===== src/shared/aic_pkg.sv =====
// constants, field layout and types of the converter input and conversion control
// assumes one 250 MHz clock and a 32-bit avalon-mm register port
package aic_pkg;
  localparam int unsigned NUM_PINS = 5;

  // register byte offsets
  localparam logic [4:0] OFS_CTRL_A = 5'h00;
  localparam logic [4:0] OFS_CTRL_B = 5'h04;
  localparam logic [4:0] OFS_RES_HI = 5'h08;
  localparam logic [4:0] OFS_RES_LO = 5'h0c;
  localparam logic [4:0] OFS_PINFN  = 5'h10;
  localparam logic [4:0] OFS_IRQ    = 5'h14;

  // converter_control_a fields
  localparam int unsigned CA_START = 7;
  localparam int unsigned CA_BUSY  = 6;
  localparam int unsigned CA_POWER = 5;
  localparam int unsigned CA_ALIGN = 4;
  // converter_control_b fields
  localparam int unsigned CB_SRC_LSB = 5;
  localparam int unsigned CB_REF_LSB = 3;
  // irq register fields
  localparam int unsigned IR_FLAG = 0;
  localparam int unsigned IR_EN   = 1;

  // reset values
  localparam logic [7:0]  RST_CTRL_A = 8'h00;
  localparam logic [7:0]  RST_CTRL_B = 8'h00;
  localparam logic [4:0]  RST_PINFN  = 5'h00;
  localparam logic [11:0] RST_RESULT = 12'h000;

  // conversion clock periods per phase
  localparam logic [3:0] SAMPLE_TICKS  = 4'h4;
  localparam logic [3:0] CONVERT_TICKS = 4'hc;

  localparam logic [3:0] EXT_CH_MAX = 4'h4;

  typedef enum logic [1:0] {
    ST_IDLE    = 2'b00,
    ST_SAMPLE  = 2'b01,
    ST_CONVERT = 2'b10
  } aic_state_e;
endpackage


===== src/shared/aic_div_if.sv =====
// carrier between the sequencer and the conversion clock divider
// assumes both ends run on the same clock
`timescale 1ns/1ps
`default_nettype none
interface aic_div_if;
  logic [2:0] div_code;
  logic       run;
  logic       tick;
  modport ctl (output div_code, output run, input tick);
  modport div (input div_code, input run, output tick);
endinterface
`default_nettype wire


===== src/verilog/aic_adc_ctrl.sv =====
// converter input selection, reference selection and conversion sequencing
// assumes an avalon-mm master on ref_clk and an analog core whose result is
// stable before the last conversion period ends
`timescale 1ns/1ps
`default_nettype none
module aic_adc_ctrl
  import aic_pkg::*;
(
  input  wire logic                ref_clk,
  input  wire logic                arst_n,
  input  wire logic [4:0]          avs_address,
  input  wire logic                avs_read,
  input  wire logic                avs_write,
  input  wire logic [31:0]         avs_writedata,
  input  wire logic [3:0]          avs_byteenable,
  output logic      [31:0]         avs_readdata,
  output logic                     avs_waitrequest,
  input  wire logic [NUM_PINS-1:0] pin_pullup_req,
  input  wire logic [NUM_PINS-1:0] pin_dir_out_req,
  input  wire logic [11:0]         core_result,
  output logic      [NUM_PINS-1:0] pin_pullup_on,
  output logic      [NUM_PINS-1:0] pin_digital_en,
  output logic      [NUM_PINS-1:0] pin_drive_en,
  output logic      [NUM_PINS-1:0] analog_inputs_sel,
  output logic      [3:0]          int_source_sel,
  output logic                     ref_regulator_on,
  output logic                     ref_supply_on,
  output logic                     core_power_on,
  output logic                     core_sample,
  output logic                     core_conv_tick,
  output logic                     conv_irq
);
  aic_div_if dv ();

  logic        wait_ff;
  logic [31:0] rdata_ff;
  logic        start_ff;
  logic        power_ff;
  logic        align_ff;
  logic [3:0]  ext_ch_ff;
  logic [2:0]  src_ff;
  logic [1:0]  ref_ff;
  logic [2:0]  div_ff;
  logic [NUM_PINS-1:0] pin_func_ff;
  logic        irq_en_ff;
  logic        irq_flag_ff;
  logic        start_fall_ff;
  logic        busy_ff;
  aic_state_e  state_ff;
  logic [3:0]  phase_cnt_ff;
  logic        done_ff;
  logic [11:0] result_ff;
  logic [11:0] core_s1_ff;
  logic [11:0] core_s2_ff;
  logic [NUM_PINS-1:0] pullup_ff;
  logic [NUM_PINS-1:0] digital_ff;
  logic [NUM_PINS-1:0] drive_ff;
  logic [NUM_PINS-1:0] ain_ff;
  logic [3:0]  int_sel_ff;
  logic        ref_reg_ff;
  logic        ref_sup_ff;
  logic        pwr_out_ff;
  logic        sample_ff;
  logic        tick_out_ff;
  logic        irq_out_ff;
  logic        wr_go;
  logic        rd_cap;
  logic        done_now;
  logic        tick;

  function automatic logic is_ext_src(input logic [2:0] s);
    return (s == 3'h0) || (s >= 3'h5);
  endfunction

  function automatic logic [7:0] res_hi(input logic [11:0] r, input logic a);
    return a ? {4'h0, r[11:8]} : r[11:4];
  endfunction

  function automatic logic [7:0] res_lo(input logic [11:0] r, input logic a);
    return a ? r[7:0] : {r[3:0], 4'h0};
  endfunction

  // a request waits one cycle so read data always come from a flop
  assign rd_cap = avs_read && wait_ff;
  assign wr_go  = avs_write && !wait_ff;
  assign avs_waitrequest = wait_ff;
  assign avs_readdata    = rdata_ff;

  always_ff @(posedge ref_clk or negedge arst_n) begin
    if (!arst_n) begin
      wait_ff <= 1'b1;
    end else begin
      wait_ff <= !((avs_read || avs_write) && wait_ff);
    end
  end

  always_ff @(posedge ref_clk or negedge arst_n) begin
    if (!arst_n) begin
      rdata_ff <= 32'h0000_0000;
    end else if (rd_cap) begin
      unique case (avs_address)
        OFS_CTRL_A: rdata_ff <= {24'h0, start_ff, busy_ff, power_ff, align_ff, ext_ch_ff};
        OFS_CTRL_B: rdata_ff <= {24'h0, src_ff, ref_ff, div_ff};
        OFS_RES_HI: rdata_ff <= {24'h0, res_hi(result_ff, align_ff)};
        OFS_RES_LO: rdata_ff <= {24'h0, res_lo(result_ff, align_ff)};
        OFS_PINFN:  rdata_ff <= {27'h0, pin_func_ff};
        OFS_IRQ:    rdata_ff <= {30'h0, irq_en_ff, irq_flag_ff};
        default:    rdata_ff <= 32'h0000_0000;
      endcase
    end
  end

  // control registers; the start bit's falling write is the trigger
  always_ff @(posedge ref_clk or negedge arst_n) begin
    if (!arst_n) begin
      start_ff      <= RST_CTRL_A[CA_START];
      power_ff      <= RST_CTRL_A[CA_POWER];
      align_ff      <= RST_CTRL_A[CA_ALIGN];
      ext_ch_ff     <= RST_CTRL_A[3:0];
      src_ff        <= RST_CTRL_B[7:5];
      ref_ff        <= RST_CTRL_B[4:3];
      div_ff        <= RST_CTRL_B[2:0];
      pin_func_ff   <= RST_PINFN;
      irq_en_ff     <= 1'b0;
      start_fall_ff <= 1'b0;
    end else begin
      start_fall_ff <= 1'b0;
      if (wr_go && avs_byteenable[0]) begin
        unique case (avs_address)
          OFS_CTRL_A: begin
            start_fall_ff <= start_ff && !avs_writedata[CA_START];
            start_ff      <= avs_writedata[CA_START];
            power_ff      <= avs_writedata[CA_POWER];
            align_ff      <= avs_writedata[CA_ALIGN];
            ext_ch_ff     <= avs_writedata[3:0];
          end
          OFS_CTRL_B: begin
            src_ff <= avs_writedata[CB_SRC_LSB +: 3];
            ref_ff <= avs_writedata[CB_REF_LSB +: 2];
            div_ff <= avs_writedata[2:0];
          end
          OFS_PINFN: pin_func_ff <= avs_writedata[NUM_PINS-1:0];
          OFS_IRQ:   irq_en_ff   <= avs_writedata[IR_EN];
          default: ;
        endcase
      end
    end
  end

  // completion sets the flag; a write of one clears it, but a set in the same cycle wins
  always_ff @(posedge ref_clk or negedge arst_n) begin
    if (!arst_n) begin
      irq_flag_ff <= 1'b0;
    end else if (done_now) begin
      irq_flag_ff <= 1'b1;
    end else if (wr_go && avs_byteenable[0] && avs_address == OFS_IRQ
                 && avs_writedata[IR_FLAG]) begin
      irq_flag_ff <= 1'b0;
    end
  end

  // divider only runs during a conversion so every conversion starts on a full period
  assign dv.div_code = div_ff;
  // stopped on the completing edge, else a divide-by-one would emit a seventeenth tick
  assign dv.run      = busy_ff && power_ff && !done_now;
  assign tick        = dv.tick;

  aic_clk_div u_div (
    .ref_clk (ref_clk),
    .arst_n  (arst_n),
    .dv      (dv)
  );

  assign done_now = (state_ff == ST_CONVERT) && tick && (phase_cnt_ff == CONVERT_TICKS - 4'h1)
                    && power_ff;

  always_ff @(posedge ref_clk or negedge arst_n) begin
    if (!arst_n) begin
      state_ff     <= ST_IDLE;
      phase_cnt_ff <= 4'h0;
      busy_ff      <= 1'b0;
      done_ff      <= 1'b0;
    end else begin
      done_ff <= done_now;
      if (!power_ff) begin
        // power loss abandons the conversion and leaves the results alone
        state_ff     <= ST_IDLE;
        phase_cnt_ff <= 4'h0;
        busy_ff      <= 1'b0;
      end else begin
        unique case (state_ff)
          ST_IDLE: begin
            if (start_fall_ff) begin
              state_ff     <= ST_SAMPLE;
              phase_cnt_ff <= 4'h0;
              busy_ff      <= 1'b1;
            end
          end
          ST_SAMPLE: begin
            if (tick) begin
              if (phase_cnt_ff == SAMPLE_TICKS - 4'h1) begin
                state_ff     <= ST_CONVERT;
                phase_cnt_ff <= 4'h0;
              end else begin
                phase_cnt_ff <= phase_cnt_ff + 4'h1;
              end
            end
          end
          ST_CONVERT: begin
            // a start seen while busy falls through unused here
            if (done_now) begin
              state_ff     <= ST_IDLE;
              phase_cnt_ff <= 4'h0;
              busy_ff      <= 1'b0;
            end else if (tick) begin
              phase_cnt_ff <= phase_cnt_ff + 4'h1;
            end
          end
          default: begin
            state_ff <= ST_IDLE;
            busy_ff  <= 1'b0;
          end
        endcase
      end
    end
  end

  // the core's word is multi-bit; it is safe only because it is settled long before done
  always_ff @(posedge ref_clk or negedge arst_n) begin
    if (!arst_n) begin
      core_s1_ff <= RST_RESULT;
      core_s2_ff <= RST_RESULT;
    end else begin
      core_s1_ff <= core_result;
      core_s2_ff <= core_s1_ff;
    end
  end

  always_ff @(posedge ref_clk or negedge arst_n) begin
    if (!arst_n) begin
      result_ff <= RST_RESULT;
    end else if (done_now) begin
      result_ff <= core_s2_ff;
    end
  end

  genvar gi;
  generate
    for (gi = 0; gi < NUM_PINS; gi++) begin : g_pin
      always_ff @(posedge ref_clk or negedge arst_n) begin
        if (!arst_n) begin
          pullup_ff[gi]  <= 1'b0;
          digital_ff[gi] <= 1'b1;
          drive_ff[gi]   <= 1'b0;
          ain_ff[gi]     <= 1'b0;
        end else begin
          pullup_ff[gi]  <= pin_pullup_req[gi] && !pin_func_ff[gi];
          digital_ff[gi] <= !pin_func_ff[gi];
          drive_ff[gi]   <= pin_dir_out_req[gi] && !pin_func_ff[gi];
          ain_ff[gi]     <= is_ext_src(src_ff) && (ext_ch_ff == 4'(gi));
        end
      end
    end
  endgenerate

  always_ff @(posedge ref_clk or negedge arst_n) begin
    if (!arst_n) begin
      int_sel_ff <= 4'h0;
      ref_reg_ff <= 1'b1;
      ref_sup_ff <= 1'b0;
    end else begin
      int_sel_ff <= 4'h0;
      unique case (src_ff)
        3'h1:    int_sel_ff <= 4'h1;
        3'h2:    int_sel_ff <= 4'h2;
        3'h3:    int_sel_ff <= 4'h4;
        3'h4:    int_sel_ff <= 4'h8;
        default: int_sel_ff <= 4'h0;
      endcase
      ref_sup_ff <= (ref_ff == 2'b01);
      ref_reg_ff <= (ref_ff != 2'b01);
    end
  end

  always_ff @(posedge ref_clk or negedge arst_n) begin
    if (!arst_n) begin
      pwr_out_ff  <= 1'b0;
      sample_ff   <= 1'b0;
      tick_out_ff <= 1'b0;
      irq_out_ff  <= 1'b0;
    end else begin
      pwr_out_ff  <= power_ff;
      sample_ff   <= (state_ff == ST_SAMPLE);
      tick_out_ff <= tick;
      irq_out_ff  <= irq_flag_ff && irq_en_ff;
    end
  end

  assign pin_pullup_on     = pullup_ff;
  assign pin_digital_en    = digital_ff;
  assign pin_drive_en      = drive_ff;
  assign analog_inputs_sel = ain_ff;
  assign int_source_sel    = int_sel_ff;
  assign ref_regulator_on  = ref_reg_ff;
  assign ref_supply_on     = ref_sup_ff;
  assign core_power_on     = pwr_out_ff;
  assign core_sample       = sample_ff;
  assign core_conv_tick    = tick_out_ff;
  assign conv_irq          = irq_out_ff;

  // helper: conversion clock periods seen during the current conversion
  logic [4:0] tick_total_ff;
  always_ff @(posedge ref_clk or negedge arst_n) begin
    if (!arst_n) begin
      tick_total_ff <= 5'h00;
    end else if (!busy_ff) begin
      tick_total_ff <= 5'h00;
    end else if (tick) begin
      tick_total_ff <= tick_total_ff + 5'h01;
    end
  end
endmodule
`default_nettype wire


===== src/verilog/aic_clk_div.sv =====
// conversion clock divider: one tick per conversion clock period
// assumes the controller holds run low whenever no conversion is active
`timescale 1ns/1ps
`default_nettype none
module aic_clk_div
  import aic_pkg::*;
(
  input  wire logic ref_clk,
  input  wire logic arst_n,
  aic_div_if.div    dv
);
  logic [6:0] cnt_ff;
  logic       tick_ff;
  logic [6:0] limit;

  // divisor is 2^code, so the terminal count is 2^code - 1
  assign limit = 7'((8'h01 << dv.div_code) - 8'h01);
  assign dv.tick = tick_ff;

  always_ff @(posedge ref_clk or negedge arst_n) begin
    if (!arst_n) begin
      cnt_ff  <= 7'h00;
      tick_ff <= 1'b0;
    end else if (!dv.run) begin
      cnt_ff  <= 7'h00;
      tick_ff <= 1'b0;
    end else if (cnt_ff == limit) begin
      cnt_ff  <= 7'h00;
      tick_ff <= 1'b1;
    end else begin
      cnt_ff  <= cnt_ff + 7'h01;
      tick_ff <= 1'b0;
    end
  end
endmodule
`default_nettype wire


===== config.mk =====
export PLATFORM = sky130hd
export DESIGN_NAME = aic_adc_ctrl
export DESIGN_NICKNAME = d
export VERILOG_FILES = /design/src/shared/aic_pkg.sv /design/src/shared/aic_div_if.sv /design/src/verilog/aic_adc_ctrl.sv /design/src/verilog/aic_clk_div.sv
export SDC_FILE = /design/constraint.sdc
export NUM_CORES = 1
export LEC_CHECK = 0
export ABC_AREA = 1
export BUFFER_PORTS_ARGS = -buffer_cell sky130_fd_sc_hd__buf_2
export CAP_MARGIN = 20
export CORE_ASPECT_RATIO = 1.2
export CORE_MARGIN = 3
export CORE_UTILIZATION = 50
export DETAILED_ROUTE_END_ITERATION = 7
export PLACE_DENSITY = 0.81
export SLEW_MARGIN = 20
export SYNTH_ARGS = -nofsm -noshare
export SYNTH_HDL_FRONTEND = slang
export SYNTH_SLANG_ARGS = --single-unit

===== constraint.sdc =====
create_clock -name ref_clk -period 2 [get_ports ref_clk]
set_input_delay 0 -clock ref_clk [delete_from_list [all_inputs] [get_ports ref_clk]]
set_output_delay 0 -clock ref_clk [all_outputs]
set_load 0.02 [all_outputs]

### Word-level counts from Yosys, hierarchy flattened

Index checks and enable logic that the tools add are counted.

| operators by class | value |
|---|---|
| add/subtract/negate cells | 3 |
| $lt $le $gt $ge | 1 |
| equal/unequal tests | 27 |
| shifts and indexed selects | 1 |
| multiplexer cells | 29 |
| reduce and logical (&&, ||, !) cells | 51 |

Operators by type and width:

| kind | count |
|---|---|
| case mux 8 bit (6 select lines) | 1 |
| logical AND 1 bit | 28 |
| 2-to-1 mux 4 bit | 6 |
| 2-to-1 mux 8 bit | 2 |
| case mux 4 bit (4 select lines) | 1 |
| 2-to-1 mux 7 bit | 2 |
| equality test 4 x 2 -> 1 bit, second input constant | 3 |
| case mux 4 bit (3 select lines) | 1 |
| equality test 5 x 4 -> 1 bit, second input constant | 2 |
| equality test 5 bit, second input constant | 2 |
| 2-to-1 mux 2 bit | 5 |
| logical NOT 1 bit | 9 |
| 2-to-1 mux 1 bit | 9 |
| inequality test 3 bit, second input constant | 3 |
| AND reduction 2 bit | 4 |
| AND reduction 4 bit | 2 |
| adder 7 x 1 -> 7 bit, second input constant | 1 |
| equality test 7 bit | 1 |
| << shifter 1 x 3 -> 7 bit, first input constant | 1 |
| subtractor 7 x 1 -> 7 bit, second input constant | 1 |
| equality test 3 x 2 -> 1 bit, second input constant | 2 |
| case mux 2 bit (3 select lines) | 1 |
| equality test 5 x 3 -> 1 bit, second input constant | 1 |
| logical NOT 5 bit | 1 |
| 21 further kinds | 23 |

| word-level totals | value |
|---|---|
| register bits | 137 |
| input bits | 67 |
| output and inout bits | 63 |
| logic and storage cells | 160 |

### Logic depth before layout (Yosys ltp)

Gate-level depths: netlist of run 1.

| logic depth | value |
|---|---|
| depth in word-level cells | 7 |
| gate-level depth with buffers | 11 |
| mapped depth without buffers | 11 |

### Cells and area by module

A second synthesis of run 1 with hierarchy kept.

| second synthesis, totals | value |
|---|---|
| cell total of the unflattened synthesis | 553 |
| area total of the unflattened synthesis | 5023.6 um^2 |

By module, submodules not included:

| module | instances | cells each | area each (um^2) |
|---|---|---|---|
| aic_adc_ctrl | 1 | 466 | 4431.8 |
| aic_clk_div | 1 | 87 | 591.8 |

### Worst setup path after synthesis of run 1

No wires, ideal clock.

| timing | value |
|---|---|
| kind | reg2reg |
| from | register state_ff[0] |
| to | register result_ff[10] |
| library setup time | 0.125 ns |
| data arrival time | 1.444 ns |
| path slack | 0.431 ns |
| stages on the path, launching flop included | 8 |
| clock period less this slack | 1.569 ns |
| cell sequence | dfrtp_1 inv_1 ha_1 nand2_1 nor2_2 nand3_2 buf_6 mux2_4 |

| between the ends | value |
|---|---|
| cells in the longest elaborated chain, start to end | 4 |

Ends and longest elaborated chain:

| item | line | text |
|---|---|---|
| start: declaration | aic_adc_ctrl.sv:49 | `aic_state_e state_ff;` |
| start signal: assignment | aic_adc_ctrl.sv:179 | `state_ff <= ST_IDLE;` |
| start signal: assignment | aic_adc_ctrl.sv:187 | `state_ff <= ST_IDLE;` |
| start signal: assignment | aic_adc_ctrl.sv:194 | `state_ff <= ST_SAMPLE;` |
| equality test 2 bit | aic_adc_ctrl.sv:174 | `assign done_now = (state_ff == ST_CONVERT) && tick && (phase_cnt_ff == CONVERT_TICKS - 4'h1)` |
| logical AND 1 bit (2 in series) | aic_adc_ctrl.sv:174 |  |
| logical AND 1 bit | aic_adc_ctrl.sv:175 | `&& power_ff;` |
| end signal: assignment | aic_adc_ctrl.sv:243 | `result_ff <= core_s2_ff;` |
| end: declaration | aic_adc_ctrl.sv:52 | `logic [11:0] result_ff;` |

No other way between the ends.
A chain may end at the register's enable or synchronous reset.

### Worst setup path in the final report of run 1

| timing | value |
|---|---|
| from | register state_ff[0] |
| to | register phase_cnt_ff[2] |

| between the ends | value |
|---|---|
| cells in the longest elaborated chain, start to end | 7 |
| elaborated cells between the ends (all ways) | 14 |

Ends and longest elaborated chain:

| item | line | text |
|---|---|---|
| equality test 2 bit | aic_adc_ctrl.sv:174, aic_adc_ctrl.sv:191 |  |
| logical AND 1 bit (2 in series) | aic_adc_ctrl.sv:174 |  |
| logical AND 1 bit | aic_adc_ctrl.sv:175 |  |
| 2-to-1 mux 4 bit | aic_adc_ctrl.sv:211 | `if (done_now) begin` |
| case mux 4 bit (3 select lines) | aic_adc_ctrl.sv:191 | `unique case (state_ff)` |
| 2-to-1 mux 4 bit | aic_adc_ctrl.sv:185 | `if (!power_ff) begin` |
| end signal: assignment | aic_adc_ctrl.sv:205 | `phase_cnt_ff <= phase_cnt_ff + 4'h1;` |
| end signal: assignment | aic_adc_ctrl.sv:216 | `phase_cnt_ff <= phase_cnt_ff + 4'h1;` |
| end: declaration | aic_adc_ctrl.sv:50 | `logic [3:0] phase_cnt_ff;` |

Parallel ways exist; a longest one is shown, timed or not.

==> reports/qor.txt, run 1 <==
Psw = 1439 uW
switching share of power = 22.57%
DR WL met3 = 644 um
Synth Cell Area = 0.005026 sq mm
CP endpoint kind = register
CP Launch Type = register
sequential fraction of the synthesis area = 56.44%
Met2 Wirelength = 5806 um
Routed WL = 10870 um
Final period util = 92.20%
most common library cells after synthesis = nand2_1 (145), dfrtp_1 (106), inv_1 (62), nor2_1 (48), nand3_1 (32)
internal power = 4938 uW
Post-synth EDFFs = 0
top cell type's share of synthesized area = 52.78%
number of max-cap violations = 0
Synth Warn # = 0
final setup margin = 0.1560 ns
DR pass1 iterations = 6
Hold Slack = 0.05294 ns
CTS root buffer = clkbuf_16
Skew-Pair Late Insertion Delay = 0.41 ns
synth unique cells = 31
CTS sink count = 113
most frequent cell after synthesis = nand2_1
Seq cells post-synth = 113
final setup vio count = 0
die width = 97.53 um
Worst-path clk slew = 0.05 ns
DRT met1 WL = 4150 um
FFs w/ async S/R, synth = 100.0%
Tmin final = 1.844 ns
Post-Syn Instances = 540
status = complete, no violations
RSZ-0062 raised after global routing = false
clock skew = 0.007287 ns
WL per Instance = 13.59 um
Logic pwr share = 8.6%
# rows = 39
vias = 3972
TritonCTS clock tree = yes
Num CTS Buffers = 17
PwrDens = 989.1 mW/mm^2
Setup CP Type = reg2reg
Flop pwr share = 39.1%
Achievable Freq = 542.3 MHz
GP Congestion = 0.8519
core box area = 0.009662 sq mm
global route overflow = 0
CTS Buffer Depth = 2
total track usage = 20.40%
Final Hold Fails = 0
post-synth top area cell = dfrtp_1
Final HPWL DP = 7112 um
power consumption = 6377 uW
# diodes = 0
setup_tns = 0 ns
WP data required = 2.29 ns
top layer in use = met4
die area = 0.01130 sq mm
dpl ws = 0.2437 ns
Max VDD drop = 651.4 uV
DRT iter0 DRCs = 266
number of remaining DRC errors = 0
initial core utilization = 52.02%
# port buffers = 78
Mean Syn Cell Area = 9.308 sq um
ANT nets after route = 0
fin. max-slew vios = 0
Synth-to-Final Area Change = 28.28%
Die H = 115.8 um
vias per std cell = 4.965
Hold Path Class = in2reg
crit path max fanout = 14
share of layout cells above drive strength 1 = 22.45%
ranking of synthesized cells by area = dfrtp_1 (53%), nand2_1 (11%), inv_1 (4.6%), buf_4 (4.3%), dfstp_2 (3.7%)
clock share of power = 52.4%
antenna violations before repair = 0
static leakage = 0.003398 uW
IO Count = 130
vias in the first global route = 3856
largest net degree at the start of global routing = 53
first-pass GRT wire length = 18090 um
htree depth = 4
Arrival @ worst endpoint = 2.13 ns
Top FF cell, synth = dfrtp_1
fin nets = 737
power by group through the flow:
stage	sequential, uW	combinational, uW	clock [uW]
floorplan	2570	279	0
global placement	2520	467	0
detailed placement	2530	487	0
CTS	2490	547	3370
global route	2510	606	3480
finish	2490	546	3340
flip-flops by register name, indices dropped and copies added (netlist names), 5 cells and up:
signal / count
pin_func_ff: 5
pin_digital_en: 5
core_s1_ff: 12
pin_drive_en: 5
core_s2_ff: 12
result_ff: 12
avs_readdata: 8
analog_inputs_sel: 5
pin_pullup_on: 5
u_div.cnt_ff: 7
what timing repair did:
| action | 4_1_cts | 5_1_grt |
|---|---|---|
| buffers inserted | 0 | 0 |
| hold buffers | 33 | 0 |
| endpoints found under the hold margin | 125 | 0 |
| setup endpoints to repair | 0 | 1 |
| resized for setup | 0 | 1 |
cell type report:
cell class | instances | area [sq um]
Clock inverter | 9 | 177.7
Timing Repair Buffer | 119 | 795.8
Tap cell | 123 | 153.9
Clock buffer | 23 | 488.0
Fill cell | 708 | 3214
Inverter | 62 | 232.7
Sequential cell | 113 | 2836
Multi-Input combinational cell | 351 | 1763
routing by layer:
metal,GRT usage (%),up-vias
li1,-,1907
met1,22.82,1886
met2,36.95,154
met3,5.117,25
met4,9.234,0
met5,0,-
path summary, 6_finish.rpt:
check | from | to | slack, ns | cells past startpoint
min reg2reg | core_s1_ff[7] | core_s2_ff[7] | 0.35 | 0
min in group asynchronous | arst_n | pin_drive_en[0] | 0.10 | 2
max | state_ff[0] | phase_cnt_ff[2] | 0.16 | 10
min | avs_address[3] | irq_en_ff | 0.05 | 4
max in group asynchronous | arst_n | phase_cnt_ff[0] | 1.20 | 3
max reg2reg | state_ff[0] | phase_cnt_ff[2] | 0.16 | 10
critical path, cell delays in order (launching register included):
cell     delay (ns)
dfrtp_1        0.41
inv_1          0.10
ha_2           0.24
nand2_1        0.09
nor2_2         0.14
nand3_2        0.07
buf_4          0.22
nand2_1        0.08
nand2_1        0.08
a21oi_1        0.20
nor2_1         0.09
per-stage QoR:
stage | instance area [sq um] | util [%] | cells
floorplan | 5112 | - | 563
global placement | 5449 | 56.40 | 735
finish | 6447 | 66.73 | 800
global route | 6447 | 66.73 | 800
detailed placement | 5449 | 56.40 | 735
CTS | 6445 | 66.71 | 800
cell usage in the layout, fill, tap and decap left out, types with 2 or more instances in the layout:
master / count
bufinv_16: 5
clkbuf_8: 4
mux2_2: 3
nor2_4: 2
conb_1: 24
o21ai_0: 28
nor2_1: 48
nor2_2: 2
o21ai_2: 7
buf_2: 77
a21oi_1: 10
mux2_4: 9
dlygate4sd3_1: 33
clkbuf_1: 2
dfstp_2: 7
dfrtp_1: 106
clkbuf_16: 17
ha_1: 5
xor2_1: 4
nand3_2: 2
clkinvlp_4: 3
nand2_1: 145
nand3_1: 32
inv_1: 62
nand3b_1: 3
buf_4: 8
nor3_1: 6
nand4_1: 12
logic make-up (layout without fill, tap and decap cells):
logic type / count (synthesis) / in the layout / share of synthesized area (%)
AO/OA/AOI/OAI: 47 / 47 / 5.278
XOR/XNOR: 5 / 5 / 0.8713
adder cells (fa/ha/maj): 6 / 6 / 1.494
buffers and inverters: 99 / 213 / 10.26
flip-flops: 113 / 113 / 56.44
multiplexers: 12 / 12 / 3.361
other: 1 / 24 / 0.07461
AND/OR/NAND/NOR: 257 / 257 / 22.23
Power figures use the tool's default switching activity.
==> inputs of run 2 (changes only) <==
PLACE_DENSITY = 0.76   (was 0.81)
==> run 2 against run 1 <==
Effect of this change:
- clock-buffer cell count down 6
- clock skew down 0.0031 ns
- flip-flop and latch count unchanged
- combinational power down 2%
- final cell count down 0.13%
- wire length down 6.8%
==> reports/qor.txt, run 2 (synthesis gave the netlist of run 1 again) <==
ANT nets after route = 0 (unchanged)
fin util = 65.57% (-1.2 points)
power consumption = 5809 uW (-8.9%)
setup_tns = 0 ns (unchanged)
CTS Buffer Depth = 2 (unchanged)
Max VDD drop = 690.7 uV (+6.0%)
WP data required = 2.29 ns (about the same)
CP Launch Type = register
TritonCTS clock tree = yes
Achievable Freq = 563.1 MHz (+3.8%)
Final HPWL DP = 6668 um (-6.2%)
first-pass GRT wire length = 17310 um (-4.3%)
vias = 3863 (-2.7%)
Tmin final = 1.776 ns (-0.06806 ns)
htree depth = 4 (unchanged)
antenna violations before repair = 0 (unchanged)
initial core utilization = 52.02% (unchanged)
number of remaining DRC errors = 0 (unchanged)
most common cell after layout, fill and taps aside = nand2_1
dpl ws = 0.2663 ns (+0.02258 ns)
share of layout cells above drive strength 1 = 22.49% (+0.033 points)
final setup vio count = 0 (unchanged)
CTS root buffer = clkbuf_16
total track usage = 19.44% (-0.96 points)
global route overflow = 0 (unchanged)
Setup CP Type = reg2reg
CP endpoint kind = register
Largest regs = core_s1_ff: 12 flops, core_s2_ff: 12 flops, result_ff: 12 flops
status = complete, no violations
reg2reg path depth = 10 (unchanged)
RSZ-0062 raised after global routing = false
Hold Path Class = in2reg
WL per Instance = 12.68 um (-6.7%)
Final period util = 88.80% (-3.4 points)
worst-margin pin slew = 0.5569 ns
Arrival @ worst endpoint = 2.07 ns (-0.06 ns)
Final Hold Fails = 0 (unchanged)
most frequent cells in the layout = nand2_1 (145), dfrtp_1 (106), buf_2 (77)
final setup margin = 0.2240 ns (+0.06806 ns)
vias in the first global route = 3789 (-1.7%)
# diodes = 0 (unchanged)
GP Congestion = 0.8842 (+3.8%)
# port buffers = 78 (unchanged)
Synth-to-Final Area Change = 26.04%
DRT iter0 DRCs = 202 (-24%)
fin. max-slew vios = 0 (unchanged)
relative slew slack = 62.87%
Routed WL = 10130 um (-6.8%)
core box area = 0.009662 sq mm (unchanged)
IO Count = 130 (unchanged)
CTS sink count = 113 (unchanged)
largest net degree at the start of global routing = 114 (+120%)
Skew-Pair Late Insertion Delay = 0.41 ns (about the same)
static leakage = 0.003348 uW (-1.5%)
crit path max fanout = 14 (unchanged)
DR pass1 iterations = 5 (-1)
fin nets = 736 (-0.14%)
number of max-cap violations = 0 (unchanged)
vias per std cell = 4.835 (-2.6%)
Die H = 115.8 um (unchanged)
Worst-path clk slew = 0.06 ns (about the same)
hold path depth = 3 (-1)
Num CTS Buffers = 17 (unchanged)
# rows = 39 (unchanged)
PwrDens = 917.0 mW/mm^2 (-7.3%)
die area = 0.01130 sq mm (unchanged)
post_cts resized = 0 (unchanged)
clock skew = 0.004163 ns (-0.003124 ns)
die width = 97.53 um (unchanged)
Hold Slack = 0.06534 ns (+0.01240 ns)
run 2: changes by cell type in the layout (fill, tap and decap cells not counted), sizes merged:
cell	delta
clkbuf	-6
inv	+2
bufinv	-4
clkinv	+8
buf	-1
run 2: final timing paths:
check                               start          endpoint  slack [ns]
max in group asynchronous          arst_n       state_ff[1]        1.38
hold / removal             avs_address[4]         irq_en_ff        0.07
setup reg to reg              state_ff[0]   phase_cnt_ff[2]        0.22
hold reg to reg             core_s1_ff[5]     core_s2_ff[5]        0.35
setup / recovery              state_ff[0]   phase_cnt_ff[2]        0.22
min in group asynchronous          arst_n  pin_pullup_on[0]        0.22
run 2: metrics by stage:
stage,cells,cell area [sq um]
finish,799,6335
global route,799,6335
CTS,799,6335
detailed placement,734,5441
global placement,734,5441
floorplan,563,5112
run 2: repair_timing:
action,in CTS,in global routing
endpoints found under the hold margin,151,0
setup buffers,0,0
hold buffers,33,0
run 2: layout make-up:
class | instances | area, sq um
Clock buffer | 17 | 425.4
Clock inverter | 15 | 137.6
Fill cell | 739 | 3327
Inverter | 62 | 232.7
Multi-Input combinational cell | 351 | 1760
Sequential cell | 113 | 2836
Tap cell | 123 | 153.9
Timing Repair Buffer | 118 | 788.3
run 2: critical path: stages (launching register included):
cell	delay (ns)
dfrtp_1	0.41
inv_1	0.10
ha_1	0.26
nand2_1	0.09
nor2_2	0.12
nand3_2	0.07
buf_4	0.22
nand2_1	0.08
nand2_1	0.08
a21oi_1	0.15
nor2_1	0.07
run 2: metal layers:
metal	GRT usage [%]	part of all wire [%]
met3	5.659	5.4
met4	11.08	2.8
met5	0	0
met2	32.92	51
met1	22.24	41
run 2: where the power goes:
part	total (uW)	internal [uW]	switching, uW
combinational	534	185	349
clock	2790	1710	1080
sequential	2490	2410	76.0
==> inputs of run 3 (changes only) <==
SYNTH_HIERARCHICAL = 1   (was default)
==> run 3 against run 2 <==
Effect of this change:
- hold slack improved by 0.0010 ns
- clock skew is 0.0035 ns higher
- sequential share of layout area is 0.68 points lower
- clock-buffer cell count is the same
- critical path depth increased by 3
- synthesized cell count increased by 2.4%
- final cell count increased by 2.3%
- critical endpoint is now u_div/cnt_ff[2]
- highest routed layer unchanged
==> reports/qor.txt, run 3 <==
worst-margin pin slew = 0.5442 ns (-0.01265 ns)
CTS Buffer Depth = 2 (unchanged)
Achievable Freq = 558.9 MHz (-0.73%)
area taken by multi-input logic gates = 0.001763 sq mm (+0.14%)
reg2reg path depth = 13 (+3)
# rows = 39 (unchanged)
global route overflow = 0 (unchanged)
Post-Place Cells = 751 (+2.3%)
WP data required = 2.29 ns (about the same)
sequential fraction of the synthesis area = 56.46% (about the same)
vias in the first global route = 3773 (-0.42%)
Worst-path clk slew = 0.05 ns (about the same)
TritonCTS clock tree = yes
# port buffers = 78 (unchanged)
clock skew = 0.007647 ns (+0.003484 ns)
antenna violations before repair = 0 (unchanged)
Largest regs = core_s1_ff: 12 flops, core_s2_ff: 12 flops, result_ff: 12 flops
ANT nets after route = 0 (unchanged)
Critical Path Most Common Cell = nor2_1
Post-Syn Instances = 553 (+2.4%)
relative slew slack = 63.72% (+0.84 points)
Arrival @ worst endpoint = 2.08 ns (about the same)
slowest CP cell = dfrtp_1
Setup crit start = div_ff[0]
CP max stage delay = 0.41 ns (about the same)
most frequent cells in the layout = nand2_1 (116), dfrtp_1 (105), buf_2 (77)
synth unique cells = 35 (+13%)
share of layout cells above drive strength 1 = 22.48% (about the same)
# diodes = 0 (unchanged)
Max VDD drop = 690.6 uV (about the same)
Synth Warn # = 6 (+6)
Final Hold Fails = 0 (unchanged)
die area = 0.01129 sq mm (about the same)
GP Congestion = 0.8531 (-3.5%)
top cell type's share of synthesized area = 52.80% (about the same)
cells along the critical path = buf_4 -> nand3_1 -> ha_1 -> nand2_1 -> inv_1 -> nor2_1 -> nand2_1 -> nor2_1 -> nand3_1 -> nor2_2 -> nand2_2 -> nand2_4 -> nor2_1
DRT iter0 DRCs = 238 (+18%)
end of the worst register-to-register path = u_div/cnt_ff[2]
initial core utilization = 51.99% (about the same)
FFs w/ async S/R, synth = 100.0% (unchanged)
Tmin final = 1.789 ns (+0.01309 ns)
total track usage = 19.86% (+0.42 points)
register area = 0.002838 sq mm (about the same)
vias = 3913 (+1.3%)
static leakage = 0.003250 uW (-2.9%)
Die H = 115.8 um (about the same)
most common cell after layout, fill and taps aside = nand2_1
die width = 97.50 um (about the same)
IO Count = 130 (unchanged)
DR pass1 iterations = 4 (-1)
Stages on worst setup path = 13 (+3)
worst r2r src = div_ff[0]
Synth Cell Area = 0.005024 sq mm (about the same)
fin. max-slew vios = 0 (unchanged)
WL per Instance = 13.16 um (+3.8%)
post-synth top area cell = dfrtp_1
most frequent cell after synthesis = nand2_1
first-pass GRT wire length = 17680 um (+2.2%)
core box area = 0.009662 sq mm (unchanged)
Mean Syn Cell Area = 9.084 sq um (-2.4%)
crit path max fanout = 7 (-7)
Bufs and invs on worst path = 2 (unchanged)
Setup CP Type = reg2reg
number of remaining DRC errors = 0 (unchanged)
CTS sink count = 113 (unchanged)
largest net degree at the start of global routing = 47 (-59%)
Seq cells post-synth = 113 (unchanged)
ranking of synthesized cells by area = dfrtp_1 (53%), nand2_1 (8.7%), inv_1 (4.9%), nor2_1 (4.4%), buf_4 (4.0%)
Hold Path Class = in2reg
final setup vio count = 0 (unchanged)
number of max-cap violations = 0 (unchanged)
htree depth = 4 (unchanged)
PwrDens = 975.5 mW/mm^2 (+6.4%)
most common library cells after synthesis = nand2_1 (116), dfrtp_1 (106), inv_1 (66), nor2_1 (59), nand3_1 (37)
CP top delay family = simple AND/OR/NAND/NOR gates
Synth-to-Final Area Change = 28.09%
Final period util = 89.45% (+0.65 points)
fin nets = 755 (+2.6%)
reg2reg setup slack = 0.21 ns (about the same)
CP Launch Type = register
vias per std cell = 4.789 (-0.94%)
status = complete, no violations
Fill cells = 758 (+2.6%)
CP endpoint kind = register
Hold Slack = 0.06635 ns (+0.001012 ns)
Routed WL = 10750 um (+6.2%)
Skew-Pair Late Insertion Delay = 0.41 ns (about the same)
Final HPWL DP = 7430 um (+11%)
CTS root buffer = clkbuf_16
fin cells = 817 (+2.3%)
Num CTS Buffers = 17 (unchanged)
Top FF cell, synth = dfrtp_1
Post-synth EDFFs = 0 (unchanged)
Setup crit end = u_div/cnt_ff[2]
==> run 3: area by class of cell <==
cell class	instances	area share, %
Sequential cell	113	44.10
Timing Repair Buffer	120	12.29
Tap cell	123	2.392
Clock inverter	15	2.839
Inverter	75	4.375
Clock buffer	17	6.611
Multi-Input combinational cell	354	27.40
==> run 3: routing by layer <==
layer | vias up | wire length [um] | GRT usage, %
met5 | - | 0 | 0
met3 | 23 | 558 | 6.141
met2 | 113 | 5616 | 34.48
li1 | 1954 | - | -
met1 | 1823 | 4295 | 23.09
met4 | 0 | 280 | 8.218
==> run 3: cell families (layout without fill, tap and decap cells) <==
| family | count (synthesis) | count (layout) | share of synthesized area, % |
|---|---|---|---|
| AO/OA/AOI/OAI | 63 | 63 | 6.501 |
| XOR/XNOR | 6 | 6 | 1.046 |
| adder cells (fa/ha/maj) | 7 | 7 | 1.743 |
| buffers and inverters | 109 | 227 | 10.31 |
| flip-flops | 113 | 113 | 56.46 |
| multiplexers | 8 | 8 | 1.793 |
| other | 1 | 24 | 0.07465 |
| AND/OR/NAND/NOR | 246 | 246 | 22.07 |
==> run 3: how the worst min path moves through the flow <==
stage                         startpoint               end  cells after the start
after floorplan                   arst_n          align_ff                      0
after global placement            arst_n  pin_pullup_on[1]                      1
after detailed placement          arst_n  pin_pullup_on[1]                      1
after CTS                 avs_address[2]         irq_en_ff                      5
after global routing      avs_address[3]         irq_en_ff                      4
final                     avs_address[2]         irq_en_ff                      5
==> run 3: what timing repair did <==
item                                   in CTS  in global routing
resized for setup                           0                  3
setup buffers                               0                  1
setup endpoints to repair                   0                  7
hold buffers                               33                  0
endpoints found under the hold margin      91                  0
==> run 3: per-stage QoR <==
step                utilization [%]  power, uW  worst slack, ns  TNS (ns)  instance area [sq um]
finish                        66.60       6278           0.2109         0                   6435
detailed placement            56.72       3192           0.1317         0                   5480
floorplan                         -       2988           0.2517         0                   5110
global placement              56.72       3161           0.1776         0                   5480
CTS                           66.43       6315           0.1280         0                   6419
global route                  66.60       6535         -0.01304  -0.02018                   6435
==> run 3: report_power, final <==
part	switching [uW]	internal [uW]
clock	1090	1970
sequential	90.9	2430
combinational	455	247
==> run 3: worst reg2reg max path, cell delays in order (launching register included) <==
cell,delay [ns]
dfrtp_1,0.41
buf_4,0.17
nand3_1,0.10
ha_1,0.29
nand2_1,0.07
inv_1,0.03
nor2_1,0.07
nand2_1,0.05
nor2_1,0.08
nand3_1,0.09
nor2_2,0.10
nand2_2,0.07
nand2_4,0.09
nor2_1,0.05
